**config.mk**
```make
export PLATFORM = sky130hd
export DESIGN_NAME = ecct_timer
export DESIGN_NICKNAME = d
export VERILOG_FILES = /design/src/ecct_pkg.sv /design/src/ecct_edge_filter.sv /design/src/ecct_prescaler.sv /design/src/ecct_timer.sv
export SDC_FILE = /design/constraint.sdc
export NUM_CORES = 1
export LEC_CHECK = 0
export BUFFER_PORTS_ARGS = -buffer_cell sky130_fd_sc_hd__buf_2
export CORE_UTILIZATION = 30
export CTS_BUF_LIST = sky130_fd_sc_hd__clkbuf_2 sky130_fd_sc_hd__clkbuf_4 sky130_fd_sc_hd__clkbuf_8
export CTS_CLUSTER_DIAMETER = 40
export DETAILED_ROUTE_END_ITERATION = 7
export HOLD_SLACK_MARGIN = 0.15
export PLACE_DENSITY = 0.58
export SETUP_SLACK_MARGIN = 0.05
export SYNTH_ARGS = -nofsm -noshare
export SYNTH_HDL_FRONTEND = slang
export SYNTH_HIERARCHICAL = 1
export SYNTH_SLANG_ARGS = --single-unit
export TNS_END_PERCENT = 10
```
**constraint.sdc**
```tcl
create_clock -name pclk -period 4.18 [get_ports pclk]
set_clock_uncertainty 0.1 [all_clocks]
set_input_delay 0.418 -clock pclk [delete_from_list [all_inputs] [get_ports pclk]]
set_output_delay 0.418 -clock pclk [all_outputs]
set_load 0.02 [all_outputs]
```
**src/ecct_pkg.sv**
```systemverilog
// Package with constants, types and register map of the edge-cleared capture timer.
package ecct_pkg;
	localparam int CNT_W = 16;

	localparam logic [11:0] OFS_MODE_CTRL = 12'h000;
	localparam logic [11:0] OFS_PRESCALE  = 12'h004;
	localparam logic [11:0] OFS_CAPCMP_C  = 12'h008;
	localparam logic [11:0] OFS_OUT_CTRL  = 12'h00C;
	localparam logic [11:0] OFS_CAPCMP_A  = 12'h010;
	localparam logic [11:0] OFS_CAPCMP_B  = 12'h014;
	localparam logic [11:0] OFS_COUNT     = 12'h018;

	// timer_mode_ctrl fields.
	localparam int MODE_POS       = 2;
	localparam int EDGE_TOGGLE_POS = 1;
	// prescale_sel fields.
	localparam int CLK_SEL_POS    = 0;
	localparam int PRI_EDGE_POS   = 4;
	localparam int SEC_EDGE_POS   = 6;
	// capcmp_ctrl fields.
	localparam int A_CAP_POS      = 0;
	localparam int REV_PHASE_POS  = 1;
	localparam int B_CAP_POS      = 2;
	// timer_out_ctrl fields.
	localparam int OUT_EN_POS     = 0;
	localparam int MATCH_TGL_POS  = 1;

	localparam logic [1:0]  MODE_STOP      = 2'b00;
	localparam logic [1:0]  MODE_EDGE_CLR  = 2'b10;
	localparam logic [1:0]  EDGE_FALL      = 2'b00;
	localparam logic [1:0]  EDGE_RISE      = 2'b01;
	localparam logic [1:0]  EDGE_NONE      = 2'b10;
	localparam logic [1:0]  EDGE_BOTH      = 2'b11;
	localparam logic [1:0]  CLK_PRI_EDGE   = 2'b11;

	localparam logic [7:0]  RST_CTRL       = 8'h00;
	localparam logic [15:0] RST_CNT        = 16'h0000;
	localparam logic [1:0]  RST_DIV        = 2'b00;

	// Prescaler divide ratios as shift amounts for the clock selects 01 and 10.
	localparam int DIV1_LOG = 2;
	localparam int DIV2_LOG = 4;
	localparam int PDIV_W   = 4;

	typedef enum logic [1:0] {
		CS_DIRECT = 2'b00,
		CS_DIV1   = 2'b01,
		CS_DIV2   = 2'b10,
		CS_EXT    = 2'b11
	} clk_sel_t;

	typedef struct packed {
		logic rise;
		logic fall;
	} edge_pair_t;

	typedef struct packed {
		logic [1:0] mode;
		logic       edge_toggle_en;
		clk_sel_t   clk_sel;
		logic [1:0] pri_edge_sel;
		logic [1:0] sec_edge_sel;
		logic       a_cap;
		logic       rev_phase;
		logic       b_cap;
		logic       out_en;
		logic       match_tgl;
	} timer_cfg_t;
endpackage

```
**src/ecct_edge_filter.sv**
```systemverilog
// Two-sample noise filter with one-clock rising and falling edge pulses.
`timescale 1ns/1ps
`default_nettype none
module ecct_edge_filter
	import ecct_pkg::*;
(
	input  wire logic                 pclk,
	input  wire logic                 presetn,
	input  wire logic                 pin,
	output ecct_pkg::edge_pair_t      edges
);
	logic samp1;
	logic samp2;
	logic level;

	// A new level is believed only after two equal consecutive samples.
	always_ff @(posedge pclk or negedge presetn) begin
		if (!presetn) begin
			samp1 <= 1'b0;
			samp2 <= 1'b0;
			level <= 1'b0;
		end else begin
			samp1 <= pin;
			samp2 <= samp1;
			if (samp1 == samp2)
				level <= samp2;
		end
	end

	assign edges.rise = (samp1 == samp2) && samp2 && !level;
	assign edges.fall = (samp1 == samp2) && !samp2 && level;
endmodule
`default_nettype wire

```
**src/ecct_prescaler.sv**
```systemverilog
// Count clock tick generator selected by the clock select field.
`timescale 1ns/1ps
`default_nettype none
module ecct_prescaler
	import ecct_pkg::*;
(
	input  wire logic                 pclk,
	input  wire logic                 presetn,
	input  wire logic                 run,
	input  wire ecct_pkg::clk_sel_t   clk_sel,
	input  wire logic                 ext_edge,
	output logic                      tick
);
	logic [PDIV_W-1:0] div;

	always_ff @(posedge pclk or negedge presetn) begin
		if (!presetn)
			div <= '0;
		else if (!run)
			div <= '0;
		else
			div <= div + 1'b1;
	end

	always_comb begin
		case (clk_sel)
			CS_DIRECT: tick = run;
			CS_DIV1:   tick = run && (div[DIV1_LOG-1:0] == '1);
			CS_DIV2:   tick = run && (div[DIV2_LOG-1:0] == '1);
			CS_EXT:    tick = run && ext_edge;
			default:   tick = 1'b0;
		endcase
	end
endmodule
`default_nettype wire

```
**src/ecct_timer.sv**
```systemverilog
// Edge-cleared 16-bit capture/compare timer channel with an APB register file.
`timescale 1ns/1ps
`default_nettype none
module ecct_timer
	import ecct_pkg::*;
(
	input  wire logic                 pclk,
	input  wire logic                 presetn,
	input  wire logic                 psel,
	input  wire logic                 penable,
	input  wire logic                 pwrite,
	input  wire logic [31:0]          paddr,
	input  wire logic [31:0]          pwdata,
	output logic [31:0]               prdata,
	output logic                      pready,
	output logic                      pslverr,
	input  wire logic                 primary_cap_in,
	input  wire logic                 secondary_cap_in,
	output logic                      event_a,
	output logic                      event_b,
	output logic                      toggle_out
);
	import ecct_pkg::*;

	logic [7:0]       timer_mode_ctrl;
	logic [7:0]       prescale_sel;
	logic [7:0]       capcmp_ctrl;
	logic [7:0]       timer_out_ctrl;
	logic [CNT_W-1:0] capcmp_a;
	logic [CNT_W-1:0] capcmp_b;
	logic [CNT_W-1:0] count_value;
	logic             count_moved;
	logic [1:0]       prev_mode;

	timer_cfg_t       cfg;
	edge_pair_t       pri_edges;
	edge_pair_t       sec_edges;
	logic             tick;
	logic             running;
	logic             edge_clear_mode;
	logic             pri_valid;
	logic             pri_reverse;
	logic             sec_valid;
	logic             match_a;
	logic             match_b;
	logic             cap_a;
	logic             cap_b;
	logic             wr_en;
	logic             setup;
	logic [11:0]      offs;
	logic             next_event_a;
	logic             next_event_b;
	logic             next_toggle;

	// Picks the edge pulse that a two-bit edge select calls valid.
	function automatic logic edge_hit(input logic [1:0] sel,
		input edge_pair_t e);
		case (sel)
			EDGE_FALL: edge_hit = e.fall;
			EDGE_RISE: edge_hit = e.rise;
			EDGE_BOTH: edge_hit = e.rise | e.fall;
			default:   edge_hit = 1'b0;
		endcase
	endfunction

	// Opposite phase only exists when a single edge is selected.
	function automatic logic edge_opposite(input logic [1:0] sel,
		input edge_pair_t e);
		case (sel)
			EDGE_FALL: edge_opposite = e.rise;
			EDGE_RISE: edge_opposite = e.fall;
			default:   edge_opposite = 1'b0;
		endcase
	endfunction

	function automatic logic is_offset(input logic [11:0] a,
		input logic [11:0] o);
		is_offset = (a == o);
	endfunction

	assign cfg.mode           = timer_mode_ctrl[MODE_POS+:2];
	assign cfg.edge_toggle_en = timer_mode_ctrl[EDGE_TOGGLE_POS];
	assign cfg.clk_sel        = clk_sel_t'(prescale_sel[CLK_SEL_POS+:2]);
	assign cfg.pri_edge_sel   = prescale_sel[PRI_EDGE_POS+:2];
	assign cfg.sec_edge_sel   = prescale_sel[SEC_EDGE_POS+:2];
	assign cfg.a_cap          = capcmp_ctrl[A_CAP_POS];
	assign cfg.rev_phase      = capcmp_ctrl[REV_PHASE_POS];
	assign cfg.b_cap          = capcmp_ctrl[B_CAP_POS];
	assign cfg.out_en         = timer_out_ctrl[OUT_EN_POS];
	assign cfg.match_tgl      = timer_out_ctrl[MATCH_TGL_POS];

	ecct_edge_filter u_pri_filter (
		.pclk    (pclk),
		.presetn (presetn),
		.pin     (primary_cap_in),
		.edges   (pri_edges)
	);

	ecct_edge_filter u_sec_filter (
		.pclk    (pclk),
		.presetn (presetn),
		.pin     (secondary_cap_in),
		.edges   (sec_edges)
	);

	// Selecting the primary edge as count clock in edge-clear mode keeps clearing the
	// counter; software is expected to avoid it.
	ecct_prescaler u_prescaler (
		.pclk     (pclk),
		.presetn  (presetn),
		.run      (running),
		.clk_sel  (cfg.clk_sel),
		.ext_edge (pri_valid),
		.tick     (tick)
	);

	assign running         = (cfg.mode != MODE_STOP);
	assign edge_clear_mode = (cfg.mode == MODE_EDGE_CLR);
	assign pri_valid   = running && edge_hit(cfg.pri_edge_sel, pri_edges);
	assign pri_reverse = running && edge_opposite(cfg.pri_edge_sel,
		pri_edges);
	assign sec_valid   = running && edge_hit(cfg.sec_edge_sel, sec_edges);

	// A match counts once, in the first clock the counter holds the value,
	// so a slow count clock still gives one event per match. The first
	// clock after mode entry counts as fresh, so zero matches there.
	assign match_a = running && !cfg.a_cap &&
		(count_moved || prev_mode == MODE_STOP) &&
		(count_value == capcmp_a);
	assign match_b = running && !cfg.b_cap &&
		(count_moved || prev_mode == MODE_STOP) &&
		(count_value == capcmp_b);

	// Register A captures on the opposite primary phase when that is
	// selected, else on secondary edges.
	assign cap_a = cfg.a_cap && (cfg.rev_phase ? pri_reverse : sec_valid);
	assign cap_b = cfg.b_cap && pri_valid;

	// Stop clears, a primary edge clears in edge-clear mode, otherwise a tick advances and the
	// plain increment wraps from all ones to zero.
	always_ff @(posedge pclk or negedge presetn) begin
		if (!presetn) begin
			count_value <= RST_CNT;
			count_moved <= 1'b0;
		end else if (!running) begin
			count_value <= RST_CNT;
			count_moved <= 1'b0;
		end else if (edge_clear_mode && pri_valid) begin
			count_value <= RST_CNT;
			count_moved <= 1'b1;
		end else if (tick) begin
			count_value <= count_value + 1'b1;
			count_moved <= 1'b1;
		end else begin
			count_moved <= 1'b0;
		end
	end

	always_ff @(posedge pclk or negedge presetn) begin
		if (!presetn)
			prev_mode <= MODE_STOP;
		else
			prev_mode <= cfg.mode;
	end

	// An opposite-phase capture stays silent; with A in capture mode, secondary
	// edges raise event A whether or not they latch.
	always_comb begin
		next_event_a = match_a || (cfg.a_cap && sec_valid);
		next_event_b = match_b || cap_b;
	end

	always_ff @(posedge pclk or negedge presetn) begin
		if (!presetn) begin
			event_a <= 1'b0;
			event_b <= 1'b0;
		end else begin
			event_a <= next_event_a;
			event_b <= next_event_b;
		end
	end

	// Match and edge in one clock give a single inversion.
	always_comb begin
		next_toggle = toggle_out;
		if (!cfg.out_en)
			next_toggle = 1'b0;
		else if ((cfg.match_tgl && (match_a || match_b)) ||
			(cfg.edge_toggle_en && edge_clear_mode && pri_valid))
			next_toggle = !toggle_out;
	end

	always_ff @(posedge pclk or negedge presetn) begin
		if (!presetn)
			toggle_out <= 1'b0;
		else
			toggle_out <= next_toggle;
	end

	assign offs  = paddr[11:0];
	assign setup = psel && !penable;
	assign wr_en = psel && penable && pready && pwrite;

	always_ff @(posedge pclk or negedge presetn) begin
		if (!presetn) begin
			timer_mode_ctrl <= RST_CTRL;
			prescale_sel    <= RST_CTRL;
			capcmp_ctrl     <= RST_CTRL;
			timer_out_ctrl  <= RST_CTRL;
		end else if (wr_en) begin
			if (is_offset(offs, OFS_MODE_CTRL))
				timer_mode_ctrl <= pwdata[7:0];
			if (is_offset(offs, OFS_PRESCALE))
				prescale_sel <= pwdata[7:0];
			if (is_offset(offs, OFS_CAPCMP_C))
				capcmp_ctrl <= pwdata[7:0];
			if (is_offset(offs, OFS_OUT_CTRL))
				timer_out_ctrl <= pwdata[7:0];
		end
	end

	// A capture in the same clock as a software write wins, so a measured
	// value is never lost to a stray write.
	always_ff @(posedge pclk or negedge presetn) begin
		if (!presetn)
			capcmp_a <= RST_CNT;
		else if (cap_a)
			capcmp_a <= count_value;
		else if (wr_en && is_offset(offs, OFS_CAPCMP_A))
			capcmp_a <= pwdata[CNT_W-1:0];
	end

	always_ff @(posedge pclk or negedge presetn) begin
		if (!presetn)
			capcmp_b <= RST_CNT;
		else if (cap_b)
			capcmp_b <= count_value;
		else if (wr_en && is_offset(offs, OFS_CAPCMP_B))
			capcmp_b <= pwdata[CNT_W-1:0];
	end

	// Read data and the answer are prepared in the setup cycle so that every
	// bus output comes from a flip-flop with no wait states.
	always_ff @(posedge pclk or negedge presetn) begin
		if (!presetn) begin
			pready  <= 1'b0;
			pslverr <= 1'b0;
			prdata  <= '0;
		end else begin
			pready  <= setup;
			pslverr <= 1'b0;
			prdata  <= '0;
			if (setup) begin
				case (offs)
					OFS_MODE_CTRL: prdata <= {24'h000000, timer_mode_ctrl};
					OFS_PRESCALE:  prdata <= {24'h000000, prescale_sel};
					OFS_CAPCMP_C:  prdata <= {24'h000000, capcmp_ctrl};
					OFS_OUT_CTRL:  prdata <= {24'h000000, timer_out_ctrl};
					OFS_CAPCMP_A:  prdata <= {16'h0000, capcmp_a};
					OFS_CAPCMP_B:  prdata <= {16'h0000, capcmp_b};
					OFS_COUNT:     prdata <= {16'h0000, count_value};
					default:       pslverr <= 1'b1;
				endcase
			end
		end
	end
endmodule
`default_nettype wire

```
==> results of run 1 <==
[cells in the mapped netlist (10+ instances only)]
master	count	area [um^2]
dfrtp_1	114	2853
nor2_1	72	270.3
a21oi_1	44	220.2
mux2i_1	41	410.4
clkbuf_1	31	116.4
xor2_1	31	271.5
mux2_2	23	259.0
nand2_1	19	71.32
xnor2_1	18	157.7
buf_4	17	127.6
a222oi_1	11	110.1
a22oi_1	10	75.07
mux2_4	10	150.1
o21ai_0	10	50.05
[through the flow]
| step | worst slack, ns | cell area (um^2) | hold WS (ns) | utilization (%) |
|---|---|---|---|---|
| finish | 1.167 | 6858 | 0.1999 | 36.18 |
| detailed placement | 1.237 | 6352 | 0.2971 | 33.51 |
| global route | 0.9081 | 6858 | 0.2000 | 36.18 |
| floorplan | 1.571 | 5947 | 0.02241 | - |
| global placement | 1.306 | 6352 | 0.2921 | 33.51 |
| CTS | 1.204 | 6858 | 0.1767 | 36.18 |
[where the power goes]
group / internal [mW] / switching (mW)
clock: 0.725 / 0.463
sequential: 1.11 / 0.00404
combinational: 0.0344 / 0.0745
total: 1.87 / 0.542
[area by class of cell]
type | instances | share of cell area (%)
sequential | 114 | 41.60
clock inverter | 9 | 2.208
timing repair buffer | 70 | 5.875
multi-input combinational | 392 | 40.70
tap | 260 | 4.744
clock buffer | 23 | 4.434
inverter | 8 | 0.4379
[routing by layer]
layer / up-vias / global-route usage (%) / routed length, um / part of all wire (%)
met2: 139 / 24.12 / 6881 / 45
met5: - / 0 / 0 / 0
met4: 0 / 4.980 / 256 / 1.7
li1: 2004 / - / - / -
met3: 21 / 3.533 / 829 / 5.5
met1: 2118 / 21.82 / 7184 / 47
[critical path, delay by kind of cell, from the launching register on]
family,cells,cell delay [ns]
AO/OA/AOI/OAI,3,0.78
XOR/XNOR,1,0.17
adder cells (fa/ha/maj),1,0.18
buffers and inverters,1,0.05
flip-flops,1,0.37
AND/OR/NAND/NOR,8,1.26
[logic make-up after synthesis]
logic type	count (synthesis)	synth area share (%)
AOI/OAI and AO/OA	89	9.707
xor gates and xnor gates	49	7.285
adders and majority gates	6	1.274
buffers and inverters	62	5.374
DFF	114	48.43
muxes	75	14.29
other	1	0.06366
and+or+nand+nor	157	13.57
[registers in the layout, summed over array words and instances (netlist names)]
| name | flops |
|---|---|
| capcmp_a | 16 |
| capcmp_b | 16 |
| capcmp_ctrl | 8 |
| count_moved | 1 |
| count_value | 16 |
| event_a | 1 |
| event_b | 1 |
| prdata | 16 |
| pready | 1 |
| prescale_sel | 8 |
| prev_mode | 2 |
| pslverr | 1 |
| timer_mode_ctrl | 8 |
| timer_out_ctrl | 8 |
| toggle_out | 1 |
| u_prescaler/div | 4 |
| u_pri_filter/level | 1 |
| u_pri_filter/samp1 | 1 |
| u_pri_filter/samp2 | 1 |
| u_sec_filter/level | 1 |
| u_sec_filter/samp1 | 1 |
| u_sec_filter/samp2 | 1 |
[final timing paths]
kind,depth (start not counted),to,startpoint
worst min register to register,0,u_pri_filter/samp2$_DFF_PN0_,u_pri_filter/samp1$_DFF_PN0_
worst min-delay path,2,timer_mode_ctrl[3]$_DFFE_PN0P_,pwdata[3]
worst max register to register,14,count_value[11]$_DFFE_PN0P_,u_pri_filter/samp1$_DFF_PN0_
max in group asynchronous,3,count_value[5]$_DFFE_PN0P_,presetn
min in group asynchronous,2,prescale_sel[6]$_DFFE_PN0P_,presetn
worst max-delay path,14,count_value[11]$_DFFE_PN0P_,u_pri_filter/samp1$_DFF_PN0_
==> qor.csv, run 1 <==
stage,metric,value,unit
final_layout,seqCellArea,0.002853,mm^2
timing,tightest_slew,0.8690,ns
global_routing,grt_pass1_vias,4218,
power,ir_drop,0.2096,mV
global_routing,grt_pass1_wl,23670,um
floorplan,ioPinCount,108,
timing,maxSlewViolCount,0,
timing,fin_crit_sh,72.07,%
clock_network,clkTransAtPathRegs,0.07,ns
clock_network,cts.hold.buffers_added,5,
timing,rsz0062_at_grt,false,
worst_hold_path,hold_path.class,in -> reg,
setup_path,crit_required,4.40,ns
placed_design,io_buffers,55,
floorplan,dieWidth,142.1,um
setup_path,start_kind,register,
clock_network,postCtsSetupRepairBufs,0,
final_layout,drive_above_1_share,22.56,%
clock_network,cts_root_buf,clkbuf_8,
routing,drt-vias-per-instance,4.888,
synth,syn_inst,553,
global_routing,grt_max_degree,44,
clock_network,htreeDepth,4,
floorplan,coreArea,0.01896,mm^2
routing,finalWirelength,15150,um
timing,fmax,331.9,MHz
setup_path,end_kind,register,
synth,ys_seq_elements,114,
routing,drtPass1Iterations,5,
timing,finalHoldViolations,0,
placed_design,dp_cells,839,
synth,ys.flop_type,dfrtp_1,
timing,finalSetupViolations,0,
power,finalPower,2.410,mW
setup_path,worst-r2r-setup-slack,1.17,ns
final_layout,n_fill_cell,1895,
timing,period_minus_slack,3.013,ns
routing,num_vias,4282,
clock_network,clockBufferDepth,2,
power,power_density,351.5,mW/mm^2
synth,syn_area,0.005891,mm^2
routing,route.antenna.remaining_nets,0,
synth,avgSynthCellArea,10.65,um^2
final_layout,n_antenna_cell,0,
status,status,completed,
final_layout,multi_input_area,0.002791,mm^2
final_layout,nets,680,
routing,drtIter0Drc,403,
clock_network,clock-sinks,114,
timing,relSlewSlack,41.75,%
synth,synth_edf_count,0,
setup_path,crit_fanout,6,
floorplan,row_count,50,
job,drv.max_cap_violation_count,0,
placed_design,gp_congestion,0.7919,
final_layout,final_cells,876,
clock_network,numCtsBuffers,17,
setup_path,crit_type,reg -> reg,
synth,synth.distinct_cells,49,
timing,tns,0,ns
synth,yosysWarnings,6,
power,power.leakage,3.253,nW
clock_network,clk_latency,0.44,ns
final_layout,area_growth,16.42,%
setup_path,crit_path_max_incr_delay,0.41,ns
global_routing,antenna_found_initial,0,
routing,avgRoutedWirePerCell,17.30,um
global_routing,grt-ovfl-total,0,
setup_path,slowest_stage,a22oi_1,
floorplan,dieHeight,142.1,um
floorplan,dieArea,0.02020,mm^2
setup_path,crit_chain,inv_1 -> ha_1 -> and2_1 -> a22oi_1 -> nor2_1 -> nand3_1 -> o21ai_0 -> o21a_1 -> and3_1 -> and3_1 -> and4_1 -> nand4_1 -> xor2_1 -> nor2_1,
global_routing,grt_usage,15.70,%
floorplan,start_util,31.08,%
final_layout,final_common_cell,dfrtp_1,
synth,yosysSeqAreaShare,48.43,%
routing,drc,0,
final_layout,final_cell_mix,"114 x dfrtp_1, 72 x nor2_1, 54 x buf_2, 44 x a21oi_1, 41 x mux2i_1",
clock_network,cts_resized,0,
placed_design,dp_hpwl,10520,um
clock_network,cts_tree,yes,
synth,synthArstFlopShare,100.0,%
setup_path,crit_arrival,3.24,ns
Note: power is estimated with default switching activity, not from simulation.
==> run 2, diff against run 1 <==
Settings changed: PLACE_DENSITY 0.58 to 0.6.
Clock period 4.18 ns to 2.6 ns, I/O delays scaled along.
==> run 2 against run 1 <==
Against the previous run:
- via count increased by 2.3%
- power increased by 65%
- sequential share of layout area decreased by 2.6 points
- first-iteration DRC count increased by 1.2%
- sequential power increased by 61%
- wire length decreased by 0.30%
- largest cell class unchanged
==> qor.csv, run 2 (same netlist as run 1, synthesis figures left out) <==
stage,metric,value,unit,change
routing,drtPass1Iterations,5,,unchanged
job,drv.max_cap_violation_count,0,,unchanged
timing,fin_ws,0.1376,ns,-1.030 ns
clock_network,cts_root_buf,clkbuf_8,,
clock_network,clkTransAtPathRegs,0.08,ns,about the same
floorplan,start_util,31.08,%,unchanged
setup_path,worst-r2r-setup-slack,0.14,ns,-1.03 ns
placed_design,dp_slack,-0.02691,ns,-1.264 ns
power,power.leakage,3.447,nW,+6.0%
global_routing,grt_max_degree,49,,+11%
floorplan,ioPinCount,108,,unchanged
timing,maxSlewViolCount,0,,unchanged
routing,num_vias,4379,,+2.3%
global_routing,grt_use_met1,21.03,%,-0.78 points
final_layout,area_growth,24.24,%,
final_layout,n_antenna_cell,0,,unchanged
timing,relSlewSlack,56.77,%,+15 points
setup_path,r2r-start,u_pri_filter/samp1$_DFF_PN0_,,
global_routing,grt_pass1_wl,23990,um,+1.4%
setup_path,start_kind,register,,
timing,finalSetupViolations,0,,unchanged
floorplan,dieArea,0.02020,mm^2,unchanged
routing,finalWirelength,15110,um,-0.30%
timing,rsz0062_at_grt,true,,
final_layout,drive_above_1_share,26.44,%,+3.9 points
global_routing,grt.busiest_layer,met2,,
clock_network,numCtsBuffers,17,,unchanged
floorplan,row_count,50,,unchanged
worst_hold_path,hold_depth,6,,+4
global_routing,antenna_found_initial,0,,unchanged
timing,tightest_slew,0.6485,ns,-0.2206 ns
floorplan,dieWidth,142.1,um,unchanged
global_routing,grtUsageMet3,2.995,%,-0.54 points
timing,fmax,406.1,MHz,+22%
routing,drt-vias-per-instance,4.770,,-2.4%
routing,route.antenna.remaining_nets,0,,unchanged
setup_path,crit_type,reg -> reg,,
routing,avgRoutedWirePerCell,16.46,um,-4.9%
final_layout,nets,722,,+6.2%
clock_network,cts_tree,yes,,
floorplan,dieHeight,142.1,um,unchanged
timing,tns,0,ns,unchanged
setup_path,r2r_cells,15,,+1
setup_path,rr_endpoint,count_value[12]$_DFFE_PN0P_,,
placed_design,dp_hpwl,10560,um,+0.39%
worst_hold_path,holdCritStartpoint,paddr[10],,
power,power_density,544.6,mW/mm^2,+55%
final_layout,final_cell_mix,"114 x dfrtp_1, 72 x nor2_1, 54 x buf_2, 43 x a21oi_1, 41 x mux2i_1",,
setup_path,crit_required,2.83,ns,-1.57 ns
final_layout,final_common_cell,dfrtp_1,,
floorplan,coreArea,0.01896,mm^2,unchanged
global_routing,use_met2,25.46,%,+1.3 points
timing,period_minus_slack,2.462,ns,-0.5503 ns
global_routing,grt_usage,15.88,%,+0.18 points
routing,drtIter0Drc,408,,+1.2%
clock_network,clock-sinks,114,,unchanged
power,finalPower,3.986,mW,+65%
timing,finalHoldViolations,0,,unchanged
clock_network,htreeDepth,4,,unchanged
global_routing,grt-ovfl-total,0,,unchanged
power,ir_drop,0.3011,mV,+44%
placed_design,io_buffers,55,,unchanged
worst_hold_path,hold_path.class,in -> reg,,
setup_path,end_kind,register,,
setup_path,crit_arrival,2.69,ns,-0.55 ns
status,status,completed,,
clock_network,clockBufferDepth,2,,unchanged
placed_design,gp_congestion,0.8129,,+2.7%
setup_path,crit_fanout,4,,-2
routing,drc,0,,unchanged
global_routing,grt_pass1_vias,4339,,+2.9%
clock_network,clk_latency,0.46,ns,+0.02 ns
timing,fin_crit_sh,94.71,%,+23 points
worst_hold_path,holdPathEnd,pslverr$_DFF_PN0_,,
run 2: area by class of cell:
| cell class | count | area, um^2 |
|---|---|---|
| clock inverters | 12 | 202.7 |
| multi-input cells | 392 | 2831 |
| fillers | 1870 | 11640 |
| flip-flops and latches | 114 | 2853 |
| clock buffers | 20 | 275.3 |
| well taps | 260 | 325.3 |
| repair buffers | 112 | 800.8 |
| inverters | 8 | 30.03 |
run 2: where the power goes:
part           switching (mW)  internal, mW
clock                   0.771          1.22
sequential            0.00772          1.78
combinational           0.124        0.0806
total                   0.903          3.08
run 2: critical path: stages, from the launching register on:
cell     delay, ns
dfrtp_1       0.40
inv_1         0.07
ha_1          0.14
and2_4        0.14
a22oi_2       0.06
nor2_1        0.10
nand3_1       0.08
o21ai_1       0.08
o21a_1        0.17
and3_4        0.20
and3_4        0.20
nand4_1       0.15
buf_4         0.19
nor2b_2       0.11
xnor2_1       0.12
nor2_1        0.06
run 2: what timing repair did:
| action | CTS | global route |
|---|---|---|
| hold buffers | 23 | 0 |
| gates cloned | 0 | 0 |
| resized for setup | 7 | 5 |
| hold endpoints to repair | 113 | 0 |
| pin swaps | 3 | 8 |
| buffers inserted | 1 | 0 |
| setup endpoints to repair | 5 | 8 |
run 2: layer usage:
layer | wire length, um | part of all wire, %
met1 | 6982 | 46
met2 | 7219 | 48
met3 | 667 | 4.4
met4 | 238 | 1.6
met5 | 0 | 0
run 2: worst max path at each step:
stage,slack [ns],startpoint,to
final,0.14,u_pri_filter/samp1$_DFF_PN0_,count_value[12]$_DFFE_PN0P_
after global routing,-0.05,u_pri_filter/samp1$_DFF_PN0_,count_value[12]$_DFFE_PN0P_
after CTS,0.04,u_pri_filter/samp1$_DFF_PN0_,count_value[10]$_DFFE_PN0P_
after detailed placement,-0.03,u_pri_filter/samp1$_DFF_PN0_,count_value[10]$_DFFE_PN0P_
after global placement,0.01,u_pri_filter/samp1$_DFF_PN0_,count_value[15]$_DFFE_PN0P_
after floorplan,0.06,u_pri_filter/samp1$_DFF_PN0_,count_value[11]$_DFFE_PN0P_
run 2: through the flow:
| step | hold WS (ns) | instance area [um^2] | util (%) | std cells |
|---|---|---|---|---|
| final | 0.2306 | 7318 | 38.61 | 918 |
| after global routing | 0.2623 | 7318 | 38.61 | 918 |
| after CTS | 0.2124 | 7310 | 38.56 | 918 |
| after detailed placement | 0.2257 | 6573 | 34.67 | 862 |
| after global placement | 0.2271 | 6573 | 34.67 | 862 |
| after floorplan | -0.1356 | 5953 | - | 568 |
